[src/rtl/clock_select_pkg.sv]
package clock_select_pkg;
  localparam logic [7:0] CLOCK_SOURCE_SELECT_ADDR  = 8'hA9;
  localparam logic [7:0] CLOCK_SOURCE_SELECT_RESET = 8'h00;
  localparam logic [7:0] CLOCK_SOURCE_SELECT_MASK  = 8'h37;
  localparam int         SYSCLK_FIELD_LSB          = 0;
  localparam int         SYSCLK_FIELD_W            = 3;
  localparam int         USB_CLOCK_SOURCE_FIELD_FIELD_LSB          = 4;
  localparam int         USB_CLOCK_SOURCE_FIELD_FIELD_W            = 2;
  localparam logic [2:0] SYS_SRC_HF_OSC            = 3'h0;
  localparam logic [2:0] SYS_SRC_EXT_CLK           = 3'h1;
  localparam logic [2:0] SYS_SRC_MUL_HALF          = 3'h2;
  localparam logic [2:0] SYS_SRC_LF_OSC            = 3'h3;
  localparam logic [1:0] USB_SRC_MUL               = 2'h0;
  localparam logic [1:0] USB_SRC_HF_HALF           = 2'h1;
  localparam logic [1:0] USB_SRC_EXT_CLK           = 2'h2;
  localparam logic [1:0] USB_SRC_OFF               = 2'h3;
endpackage

[src/rtl/clock_halver.sv]
`timescale 1ns/1ps
// Turns a synchronised level clock into half rate level
module clock_halver
(
  input  wire logic i_clk,
  input  wire logic i_reset,
  input  wire logic i_src,
  output logic      o_half
);
  logic src_q;

  always_ff @(posedge i_clk or posedge i_reset)
  begin
    if (i_reset)
    begin
      src_q  <= 1'b0;
      o_half <= 1'b0;
    end
    else
    begin
      src_q <= i_src;
      if (i_src && !src_q)
        o_half <= ~o_half;
    end
  end
endmodule // clock_halver

[src/rtl/system_usb_clock_select.sv]
`timescale 1ns/1ps
module system_usb_clock_select
  import clock_select_pkg::*;
(
  input  wire logic       i_clk,
  input  wire logic       i_reset,
  input  wire logic [7:0] i_sfr_addr,
  input  wire logic       i_sfr_wr,
  input  wire logic [7:0] i_sfr_wdata,
  output logic      [7:0] o_sfr_rdata,
  input  wire logic       i_hf_osc,
  input  wire logic       i_ext_clk,
  input  wire logic       i_mul_clk,
  input  wire logic       i_lf_osc,
  output logic            o_sysclk,
  output logic            o_usb_clock_source_field,
  output logic            o_periph_ext_clk
);
  logic [7:0] clock_source_select;
  logic [3:0] sync1;
  logic [3:0] sync2;
  logic       hf_half;
  logic       mul_half;
  logic [2:0] sysclk_source_field;
  logic [1:0] usb_clock_source_field;
  logic       next_sysclk;
  logic       next_usb_clock_source_field;

  assign sysclk_source_field    = clock_source_select[SYSCLK_FIELD_LSB +: SYSCLK_FIELD_W];
  assign usb_clock_source_field = clock_source_select[USB_CLOCK_SOURCE_FIELD_FIELD_LSB +: USB_CLOCK_SOURCE_FIELD_FIELD_W];

  // Register write; unused bits never stored
  always_ff @(posedge i_clk or posedge i_reset)
  begin
    if (i_reset)
      clock_source_select <= CLOCK_SOURCE_SELECT_RESET;
    else if (i_sfr_wr && i_sfr_addr == CLOCK_SOURCE_SELECT_ADDR)
      clock_source_select <= i_sfr_wdata & CLOCK_SOURCE_SELECT_MASK;
  end

  always_ff @(posedge i_clk or posedge i_reset)
  begin
    if (i_reset)
      o_sfr_rdata <= 8'h00;
    else if (i_sfr_addr == CLOCK_SOURCE_SELECT_ADDR)
      o_sfr_rdata <= clock_source_select;
    else
      o_sfr_rdata <= 8'h00;
  end

  // Two-stage synchronisers for the source clocks
  always_ff @(posedge i_clk or posedge i_reset)
  begin
    if (i_reset)
    begin
      sync1 <= 4'h0;
      sync2 <= 4'h0;
    end
    else
    begin
      sync1 <= {i_lf_osc, i_mul_clk, i_ext_clk, i_hf_osc};
      sync2 <= sync1;
    end
  end

  // HF oscillator halved for the low-speed USB path
  clock_halver u_hf_half
  (
    .i_clk   (i_clk),
    .i_reset (i_reset),
    .i_src   (sync2[0]),
    .o_half  (hf_half)
  );

  // Multiplier output (48 MHz from 12 MHz upstream) halved
  clock_halver u_mul_half
  (
    .i_clk   (i_clk),
    .i_reset (i_reset),
    .i_src   (sync2[2]),
    .o_half  (mul_half)
  );

  // No wait state: HF source is usable at once, switching is free
  always_comb
  begin
    case (sysclk_source_field)
      SYS_SRC_HF_OSC:   next_sysclk = sync2[0];
      SYS_SRC_EXT_CLK:  next_sysclk = sync2[1];
      SYS_SRC_MUL_HALF: next_sysclk = mul_half;
      SYS_SRC_LF_OSC:   next_sysclk = sync2[3];
      default:          next_sysclk = sync2[0];
    endcase
  end

  always_comb
  begin
    case (usb_clock_source_field)
      USB_SRC_MUL:     next_usb_clock_source_field = sync2[2];
      USB_SRC_HF_HALF: next_usb_clock_source_field = hf_half;
      USB_SRC_EXT_CLK: next_usb_clock_source_field = sync2[1];
      USB_SRC_OFF:     next_usb_clock_source_field = 1'b0;
      default:         next_usb_clock_source_field = 1'b0;
    endcase
  end

  // System clock output flop
  always_ff @(posedge i_clk or posedge i_reset)
  begin
    if (i_reset)
      o_sysclk <= 1'b0;
    else
      o_sysclk <= next_sysclk;
  end

  // USB clock output flop; low while the USB field is off
  always_ff @(posedge i_clk or posedge i_reset)
  begin
    if (i_reset)
      o_usb_clock_source_field <= 1'b0;
    else
      o_usb_clock_source_field <= next_usb_clock_source_field;
  end

  // External clock forwarded to peripherals whatever the system source
  always_ff @(posedge i_clk or posedge i_reset)
  begin
    if (i_reset)
      o_periph_ext_clk <= 1'b0;
    else
      o_periph_ext_clk <= sync2[1];
  end
endmodule // system_usb_clock_select

[config.mk]
export PLATFORM = sky130hd
export DESIGN_NAME = system_usb_clock_select
export DESIGN_NICKNAME = d
export VERILOG_FILES = /design/src/rtl/clock_select_pkg.sv /design/src/rtl/clock_halver.sv /design/src/rtl/system_usb_clock_select.sv
export SDC_FILE = /design/constraint.sdc
export NUM_CORES = 1
export LEC_CHECK = 0
export BUFFER_PORTS_ARGS = -buffer_cell sky130_fd_sc_hd__buf_2
export CORE_AREA = 2 2 51 53
export DETAILED_ROUTE_END_ITERATION = 8
export DIE_AREA = 0 0 53 55
export PLACE_DENSITY = 0.64
export SLEW_MARGIN = 20
export SYNTH_ARGS = -nofsm -noshare
export SYNTH_HDL_FRONTEND = slang
export SYNTH_SLANG_ARGS = --single-unit
export TNS_END_PERCENT = 5
[constraint.sdc]
create_clock -name i_clk -period 2.5 [get_ports i_clk]
set_input_delay 0.125 -clock i_clk [delete_from_list [all_inputs] [get_ports i_clk]]
set_output_delay 0.125 -clock i_clk [all_outputs]
set_load 0.01 [all_outputs]
==> results.py, run 1 <==
metrics = {
    "run_status": {
        "outcome": "finished, violations left",
        "violations": "hold timing",
    },
    "setup_path": {
        "slowest_delay_ns": 0.44,
        "worstSetupPathType": "reg -> reg",
        "cp_slowest_cell": "dfrtp_1",
        "r2r_slack_ns": 1.54,
        "start_kind": "register",
        "reg2reg_depth": 3,
        "worstPathRequired_ns": 2.71,
        "reg2reg_from": "clock_source_select[2]$_DFFE_PP0P_",
        "path_cells": "nor2_1 > a21oi_1 > o221a_2",
        "timing.rr.end": "o_sysclk$_DFF_PP0_",
        "crit_fanout": 4,
        "cp-end-kind": "register",
        "worstPathArrival_ns": 1.17,
    },
    "sta": {
        "fin_tns_setup_ns": 0,
        "maxSlewHeadroom": 0.415,
        "finalClockSkew_ns": 0.00751,
        "rsz0062_at_grt": "false",
        "min_period_ns": 0.961,
        "whs_ns": -0.0194,
        "fin_ws_ns": 1.54,
        "drv_slew": 0,
        "hold_viol_final": 25,
        "worst_pin_slew_ns": 0.877,
        "max_freq_mhz": 1040,
        "finalSetupViolCount": 0,
        "finalCritPeriodShare": 0.384,
    },
    "final_layout": {
        "drive_gt1_frac": 0.484,
        "area_growth_pct": 24.7,
        "fillers": 218,
        "diodes": 0,
        "layout.nets": 115,
    },
    "clocking": {
        "root_buffer": "clkbuf_4",
        "h-tree-depth": 1,
        "worst_skew_pair.late_latency_ns": 0.31,
        "tritoncts": "done",
        "post_cts_buffers": 0,
        "path_clk_slew_ns": 0.12,
        "cts_resized": 0,
        "cts_buffers": 3,
        "cts.sinks": 25,
        "cts_max_path_buffers": 2,
    },
    "power_and_ir_drop": {
        "power.total_mw": 0.693,
        "leakage_nw": 0.585,
        "power-per-cell-area_nw_per_um2": 614,
        "ir_drop_mv": 0.478,
    },
    "logic_synthesis": {
        "yosys_register_bits": 25,
        "synth-seq-area-share": 0.691,
        "yosys-top-cells-area": "dfrtp_1, mux2_4, and3_2",
        "syn_inst": 57,
        "ys_types": 17,
        "yosysWarnings": 0,
        "synth_area_sq_um": 906,
        "avgSynthCellArea_sq_um": 15.9,
        "synth_top_area_frac": 0.691,
        "yosysTopAreaCell": "dfrtp_1",
    },
    "floorplan": {
        "fp.dieW_um": 53,
        "die_y_um": 55,
        "row_count": 18,
        "die-area_sq_um": 2920,
        "core_area_sq_um": 2360,
        "start_util": 0.383,
        "io_pins": 34,
    },
    "global_route": {
        "grt_max_degree": 26,
        "track_usage": 0.104,
        "grt_pass1_wl_mm": 2.08,
        "antenna_found_initial": 0,
        "grt-ovfl-total": 0,
        "grt_pass1_vias": 487,
    },
    "routing": {
        "drt_iter0_drc": 3,
        "vias": 528,
        "drc": 0,
        "ant_nets": 0,
        "wl_per_cell_um": 10.4,
        "dr.pass1.iters": 4,
        "routed_via_density": 4.36,
        "routed_wl_mm": 1.25,
    },
    "worst_hold_path": {
        "hold_path_class": "in -> async",
    },
    "place": {
        "portBuffers": 27,
        "globalplace.congestion": 0.693,
        "preCtsSetupSlack_ns": 1.32,
    },
    "flow_run": {
        "maxCapViolations": 0,
    },
}
## cells in the final DEF (no fill, tap or decap), types with 3 or more instances in the layout
cell type / n
buf_2: 27
dfrtp_1: 25
mux2_4: 5
and3_2: 5
dlygate4sd3_1: 4
conb_1: 3
clkbuf_4: 3
## kinds of logic (layout without fill, tap and decap cells)
kind of cell	Yosys count	count (layout)	synth area share
buffers and inverters	5	37	0.0332
XOR/XNOR	2	2	0.0193
flip-flops	25	25	0.691
AO/OA/AOI/OAI	3	3	0.0235
AND/OR/NAND/NOR	14	14	0.124
multiplexers	7	7	0.105
other	1	3	0.00414
## layout make-up
class                      count  area (sq um)  area share
clock buffer                   4          26.3      0.0233
inverter                       2          7.51     0.00664
multi-input combinational     29           258       0.228
sequential                    25           626       0.554
tap                           30          37.5      0.0332
timing repair buffer          31           175       0.155
## cell usage after synthesis
master / n
inv_1: 2
nor2_1: 2
o21ai_0: 1
nand2b_1: 2
mux2_4: 5
nand3_4: 1
mux2i_1: 2
a21oi_1: 1
o221a_2: 1
and3_2: 5
xnor2_1: 2
buf_4: 3
nand3_1: 1
nand3b_1: 1
dfrtp_1: 25
and4bb_2: 2
conb_1: 1
## how the worst max path moves through the flow
stage / from / endpoint / slack, ns
final: clock_source_select[2]$_DFFE_PP0P_ / o_sysclk$_DFF_PP0_ / 1.54
after floorplan: i_sfr_addr[2] / clock_source_select[0]$_DFFE_PP0P_ / 1.48
after global placement: i_sfr_addr[2] / clock_source_select[1]$_DFFE_PP0P_ / 1.32
after global routing: clock_source_select[2]$_DFFE_PP0P_ / o_sysclk$_DFF_PP0_ / 1.47
after CTS: clock_source_select[2]$_DFFE_PP0P_ / o_sysclk$_DFF_PP0_ / 1.54
after detailed placement: i_sfr_addr[2] / clock_source_select[4]$_DFFE_PP0P_ / 1.32
## flip-flops by register name, summed over array words and instances (netlist names)
name / flops
sync1: 4
u_hf_half.src_q: 1
o_usb_clock_source_field: 1
u_hf_half.o_half: 1
o_sfr_rdata: 5
o_periph_ext_clk: 1
u_mul_half.o_half: 1
u_mul_half.src_q: 1
o_sysclk: 1
sync2: 4
clock_source_select: 5
## worst max-delay path: cells and delay by family (launching register included)
kind / cells / cell delay [ns]
DFF: 1 / 0.44
and+or+nand+nor: 1 / 0.11
AOI/OAI and AO/OA: 2 / 0.31
## metal layers
layer  up-vias  track usage  routed length [um]
met5         -            0                   0
met4         0       0.0513                  17
met3         2       0.0511                 107
met2        19        0.179                 625
met1       247        0.107                 503
li1        260            -                   -
## stage by stage
stage          cell area [sq um]  std cells  utilization
2_1_floorplan                913         59            -
3_3_place_gp                1060        113        0.450
4_1_cts                     1130        121        0.478
6_report                    1130        121        0.478
5_1_grt                     1130        121        0.478
3_5_place_dp                1060        113        0.450
## where the power goes
part / internal [mW] / switching (mW) / leakage [nW]
combinational: 0.0434 / 0.0295 / 0.256
sequential: 0.437 / 0.0188 / 0.314
clock: 0.0623 / 0.103 / 0.0150
total: 0.543 / 0.151 / 0.585
## what timing repair did
item | in CTS | in global routing
hold endpoints to repair | 4 | 0
endpoints found under the setup margin | 0 | 0
hold buffers | 4 | 0
(Power assumes the default switching activity.)
==> run 2: changes to the inputs <==
Settings changed: ABC_AREA from default to 1, PLACE_DENSITY 0.64 to 0.65.
Clock period 2.5 ns to 1 ns, I/O delays scaled along.
==> results.py, run 2 <==
metrics = {
    "logic_synthesis": {
        "yosysMostFrequentCell": "dfrtp_1",
        "synth_top_area_frac": 0.679,
        "synth-seq-area-share": 0.679,
        "yosys-top-cells-area": "dfrtp_1, nand2_1, inv_1",
        "synth_edf_count": 0,
        "synth_area_sq_um": 921,
        "yosysTopAreaCell": "dfrtp_1",
        "syn_inst": 90,
        "ys_types": 12,
        "synthArstFlopShare": 1.00,
        "synth_ff_type": "dfrtp_1",
        "yosys_register_bits": 25,
        "yosys-top-cells-count": "dfrtp_1, nand2_1, inv_1",
        "yosysWarnings": 0,
        "avgSynthCellArea_sq_um": 10.2,
    },
    "floorplan": {
        "fp.dieW_um": 53,
        "die_y_um": 55,
        "row_count": 18,
        "core_area_sq_um": 2360,
        "start_util": 0.389,
        "die-area_sq_um": 2920,
        "io_pins": 34,
    },
    "run_status": {
        "outcome": "completed",
    },
    "routing": {
        "ant_nets": 0,
        "dr.pass1.iters": 4,
        "routed_wl_mm": 1.49,
        "wl_per_cell_um": 9.24,
        "drc": 0,
        "drt_iter0_drc": 6,
        "vias": 660,
        "routed_via_density": 4.10,
    },
    "setup_path": {
        "path_cells": "inv_1 > o21ai_0 > nand2_1 > nand4_1",
        "cp.depth": 4,
        "startpoint": "clock_source_select[2]$_DFFE_PP0P_",
        "reg2reg_from": "clock_source_select[2]$_DFFE_PP0P_",
        "worstSetupEndpoint": "o_sysclk$_DFF_PP0_",
        "critical-path-top-delay-family": "flip-flops",
        "cp-end-kind": "register",
        "r2r_slack_ns": 0.13,
        "worstSetupPathType": "reg -> reg",
        "worstPathRequired_ns": 1.19,
        "reg2reg_depth": 4,
        "slowest_delay_ns": 0.40,
        "worstPathArrival_ns": 1.06,
        "start_kind": "register",
        "crit_fanout": 5,
        "critPathBufInv": 1,
        "timing.rr.end": "o_sysclk$_DFF_PP0_",
        "cp_slowest_cell": "dfrtp_1",
    },
    "sta": {
        "fin_tns_setup_ns": 0,
        "rsz0062_at_grt": "false",
        "finalSetupViolCount": 0,
        "drv_slew": 0,
        "finalClockSkew_ns": 0.0147,
        "finalCritPeriodShare": 0.872,
        "whs_ns": 0.0158,
        "min_period_ns": 0.872,
        "max_freq_mhz": 1150,
        "hold_viol_final": 0,
    },
    "power_and_ir_drop": {
        "ir_drop_mv": 1.33,
        "p_sw_frac": 0.238,
        "power_frac_comb": 0.112,
        "leakage_nw": 0.640,
        "power.share.clock": 0.243,
        "p_int_mw": 1.35,
        "power-per-cell-area_nw_per_um2": 1460,
        "p_switching_mw": 0.423,
        "p_seq_frac": 0.645,
    },
    "clocking": {
        "cts_buffers": 3,
        "path_clk_slew_ns": 0.13,
        "tritoncts": "done",
        "cts_max_path_buffers": 2,
        "h-tree-depth": 1,
        "cts_resized": 0,
        "post_cts_buffers": 0,
        "root_buffer": "clkbuf_4",
        "worst_skew_pair.late_latency_ns": 0.31,
        "cts.sinks": 25,
        "ctsHoldBuffers": 10,
    },
    "final_layout": {
        "layout_commonest_cell": "buf_2",
        "layout.nets": 155,
        "diodes": 0,
        "largest_registers": "clock_source_select (5), o_sfr_rdata (5)",
        "area_growth_pct": 32.1,
        "final_cell_mix": "buf_2, dfrtp_1, nand2_1",
        "fillers": 222,
        "drive_gt1_frac": 0.260,
    },
    "place": {
        "globalplace.congestion": 0.806,
        "portBuffers": 27,
        "dp_hpwl_mm": 1.08,
    },
    "global_route": {
        "grt-ovfl-total": 0,
        "grt_max_degree": 26,
        "antenna_found_initial": 0,
        "grt_pass1_wl_mm": 2.30,
        "grt_pass1_vias": 628,
        "track_usage": 0.114,
    },
    "flow_run": {
        "maxCapViolations": 0,
    },
    "worst_hold_path": {
        "hold_path_class": "in -> reg",
    },
}
run 2: layout make-up:
class,instances,area [sq um],area share
clock buffer,3,22.5,0.0185
multi-input combinational,49,224,0.184
clock inverter,1,7.51,0.00617
sequential,25,626,0.514
timing repair buffer,38,243,0.200
inverter,15,56.3,0.0463
tap,30,37.5,0.0309
run 2: metal layers:
layer  global-route usage  share of wire  vias to the layer above
met4               0.0598          0.019                        0
li1                     -              -                      348
met5                    0              0                        -
met2                0.213           0.49                       23
met1                0.106           0.42                      285
met3               0.0484          0.067                        4
run 2: cell families (layout without fill, tap and decap cells):
logic type      after synthesis  count (layout)  synth area share
buf+inv                      18              57            0.0856
flops                        25              25             0.679
other cells                   1               3           0.00407
compound gates                3               3            0.0163
xor+xnor                      2               2            0.0190
simple gates                 41              41             0.196
run 2: worst min-delay path, stage by stage:
cell and delay, ns:
buf_2 0.13, nand3_1 0.08, nand2_1 0.05
run 2: power groups by stage:
stage	registers (mW)	clock network (mW)	logic [mW]
floorplan	1.16	0	0.105
global placement	1.16	0	0.164
detailed placement	1.17	0	0.174
CTS	1.15	0.447	0.204
global route	1.16	0.504	0.223
finish	1.15	0.431	0.200
run 2: how the worst min path moves through the flow:
stage | end | startpoint | cells past startpoint
after floorplan | clock_source_select[0]$_DFFE_PP0P_ | i_reset | 1
after global routing | clock_source_select[5]$_DFFE_PP0P_ | i_sfr_wr | 3
after global placement | sync1[0]$_DFF_PP0_ | i_reset | 3
after detailed placement | sync1[2]$_DFF_PP0_ | i_reset | 3
after CTS | clock_source_select[0]$_DFFE_PP0P_ | i_sfr_wr | 3
final | clock_source_select[1]$_DFFE_PP0P_ | i_sfr_wr | 3
run 2: per-stage QoR:
stage	power [mW]	instance area, sq um	instances	util	worst slack, ns
2_1_floorplan	1.26	928	92	-	0.224
4_1_cts	1.80	1220	161	0.514	0.124
3_5_place_dp	1.34	1090	147	0.459	0.169
3_3_place_gp	1.33	1090	147	0.459	0.181
6_report	1.78	1220	161	0.514	0.128
5_1_grt	1.88	1220	161	0.514	0.0641
==> run 3: changes to the inputs <==
--- a/config.mk
+++ b/config.mk
@@ -9,6 +9,8 @@
 export BUFFER_PORTS_ARGS = -buffer_cell sky130_fd_sc_hd__buf_2
-export CORE_AREA = 2 2 51 53
+export CELL_PAD_IN_SITES_DETAIL_PLACEMENT = 0
+export CELL_PAD_IN_SITES_GLOBAL_PLACEMENT = 2
+export CORE_AREA = 2 2 61 63
 export DETAILED_ROUTE_END_ITERATION = 8
-export DIE_AREA = 0 0 53 55
-export PLACE_DENSITY = 0.65
+export DIE_AREA = 0 0 63 65
+export PLACE_DENSITY = 0.73
 export SLEW_MARGIN = 20
==> constraint.sdc (replaced) <==
create_clock -name i_clk -period 1 [get_ports i_clk]
set_input_delay 0.15 -clock i_clk [delete_from_list [all_inputs] [get_ports i_clk]]
set_output_delay 0.15 -clock i_clk [all_outputs]
set_load 0.01 [all_outputs]
==> results.py, run 3 (synthesis gave the netlist of run 2 again) <==
metrics = {
    "run_status": {
        "outcome": "completed",
    },
    "routing": {
        "vias": 646,
        "drc": 0,
        "wl_per_cell_um": 8.91,
        "routed_via_density": 3.71,
        "routed_wl_mm": 1.55,
        "drt_iter0_drc": 6,
        "dr.pass1.iters": 3,
        "ant_nets": 0,
    },
    "power_and_ir_drop": {
        "power_frac_comb": 0.106,
        "p_int_mw": 1.34,
        "p_sw_frac": 0.243,
        "power.share.clock": 0.246,
        "leakage_nw": 0.619,
        "power-per-cell-area_nw_per_um2": 1490,
        "p_switching_mw": 0.431,
        "power.total_mw": 1.77,
        "p_seq_frac": 0.647,
        "ir_drop_mv": 0.458,
    },
    "global_route": {
        "grtUsageMet3": 0.0208,
        "grt_pass1_vias": 682,
        "busiest_layer": "met2",
        "grt_pass1_wl_mm": 2.87,
        "grt-ovfl-total": 0,
        "track_usage": 0.0888,
        "met1_usage": 0.111,
        "antenna_found_initial": 0,
        "use_met2": 0.149,
        "grt_max_degree": 26,
    },
    "place": {
        "portBuffers": 27,
        "dp.cells": 165,
        "dp_hpwl_mm": 1.22,
        "globalplace.congestion": 0.650,
        "postPlaceCellArea_sq_um": 1110,
        "preCtsSetupSlack_ns": 0.0738,
    },
    "floorplan": {
        "row_count": 22,
        "core_area_sq_um": 3500,
        "io_pins": 34,
        "die-area_sq_um": 4100,
        "die_y_um": 65,
        "start_util": 0.263,
        "fp.dieW_um": 63,
    },
    "clocking": {
        "worst_skew_pair.late_latency_ns": 0.30,
        "path_clk_slew_ns": 0.13,
        "root_buffer": "clkbuf_4",
        "h-tree-depth": 1,
        "cts_buffers": 3,
        "post_cts_buffers": 0,
        "cts_max_path_buffers": 2,
        "cts_resized": 0,
        "cts.sinks": 25,
        "tritoncts": "done",
    },
    "final_layout": {
        "finish.instance_area_sq_um": 1190,
        "seqCellArea_sq_um": 626,
        "drive_gt1_frac": 0.270,
        "layout.nets": 150,
        "fin_util": 0.340,
        "multiInputGateArea_sq_um": 224,
        "layout_commonest_cell": "buf_2",
        "largest_registers": "clock_source_select (5), o_sfr_rdata (5)",
        "diodes": 0,
        "final-instance-count-excl-fill": 174,
        "area_growth_pct": 29.1,
        "final_cell_mix": "buf_2, dfrtp_1, nand2_1",
        "fillers": 379,
    },
    "setup_path": {
        "crit_fanout": 1,
        "reg2reg_from": "clock_source_select[2]$_DFFE_PP0P_",
        "r2r_slack_ns": 0.14,
        "reg2reg_depth": 4,
        "critical-path-top-delay-family": "flip-flops",
        "start_kind": "register",
        "slowest_delay_ns": 0.38,
        "worstSetupPathType": "reg -> out",
        "critPathBufInv": 1,
        "cp-end-kind": "output pin",
        "path_cells": "buf_2",
        "cp_slowest_cell": "dfrtp_1",
        "worstPathRequired_ns": 0.85,
        "timing.rr.end": "o_sysclk$_DFF_PP0_",
        "worstPathArrival_ns": 0.82,
    },
    "sta": {
        "finalClockSkew_ns": 0.00434,
        "hold_viol_final": 0,
        "finalSetupViolCount": 0,
        "rsz0062_at_grt": "true",
        "drv_slew": 0,
        "fin_ws_ns": 0.0316,
        "finalCritPeriodShare": 0.968,
        "min_period_ns": 0.968,
        "fin_tns_setup_ns": 0,
        "max_freq_mhz": 1030,
        "whs_ns": 0.0649,
    },
    "worst_hold_path": {
        "min_from": "i_sfr_wdata[2]",
        "holdPathStages": 3,
        "min_to": "clock_source_select[2]$_DFFE_PP0P_",
        "hold_path_class": "in -> reg",
    },
    "flow_run": {
        "maxCapViolations": 0,
    },
}
## run 3: cell count changes in the layout (fill, tap and decap cells not counted)
| cell | before | now |
|---|---|---|
| dlygate4sd3_1 | 10 | 5 |
## run 3: how the worst max path moves through the flow
stage,from,end,slack [ns],cells after the start
CTS,o_sfr_rdata[0]$_DFF_PP0_,o_sfr_rdata[0],0.02,1
global route,o_usb_clock_source_field$_DFF_PP0_,o_usb_clock_source_field,-0.03,1
finish,o_sfr_rdata[1]$_DFF_PP0_,o_sfr_rdata[1],0.03,1
detailed placement,i_sfr_addr[2],clock_source_select[5]$_DFFE_PP0P_,0.07,7
global placement,i_sfr_addr[2],clock_source_select[4]$_DFFE_PP0P_,0.11,7
floorplan,clock_source_select[2]$_DFFE_PP0P_,o_sysclk$_DFF_PP0_,0.22,4
## run 3: tightest hold or removal path, delay by kind of cell
family                 cells  cell delay, ns
and+or+nand+nor            2            0.12
buffers and inverters      1            0.08
## run 3: area by class of cell
cell class,count,area share
Clock buffer,3,0.0189
Clock inverter,1,0.00632
Inverter,15,0.0474
Multi-Input combinational cell,49,0.188
Sequential cell,25,0.526
Tap cell,48,0.0505
Timing Repair Buffer,33,0.162
## run 3: repair_timing
item / in CTS / in global routing
hold buffers: 5 / 0
endpoints found under the setup margin: 0 / 8
hold endpoints to repair: 29 / 0
## run 3: routing by layer
metal,part of all wire,wire length [um]
met1,0.47,724
met2,0.48,752
met3,0.037,58
met4,0.010,16
met5,0,0
## run 3: power groups by stage
stage          registers, mW  logic (mW)  clock network [mW]
3_3_place_gp            1.16       0.168                   0
2_1_floorplan           1.16       0.105                   0
5_1_grt                 1.16       0.217               0.493
6_report                1.15       0.188               0.436
3_5_place_dp            1.17       0.176                   0
4_1_cts                 1.15       0.194               0.454
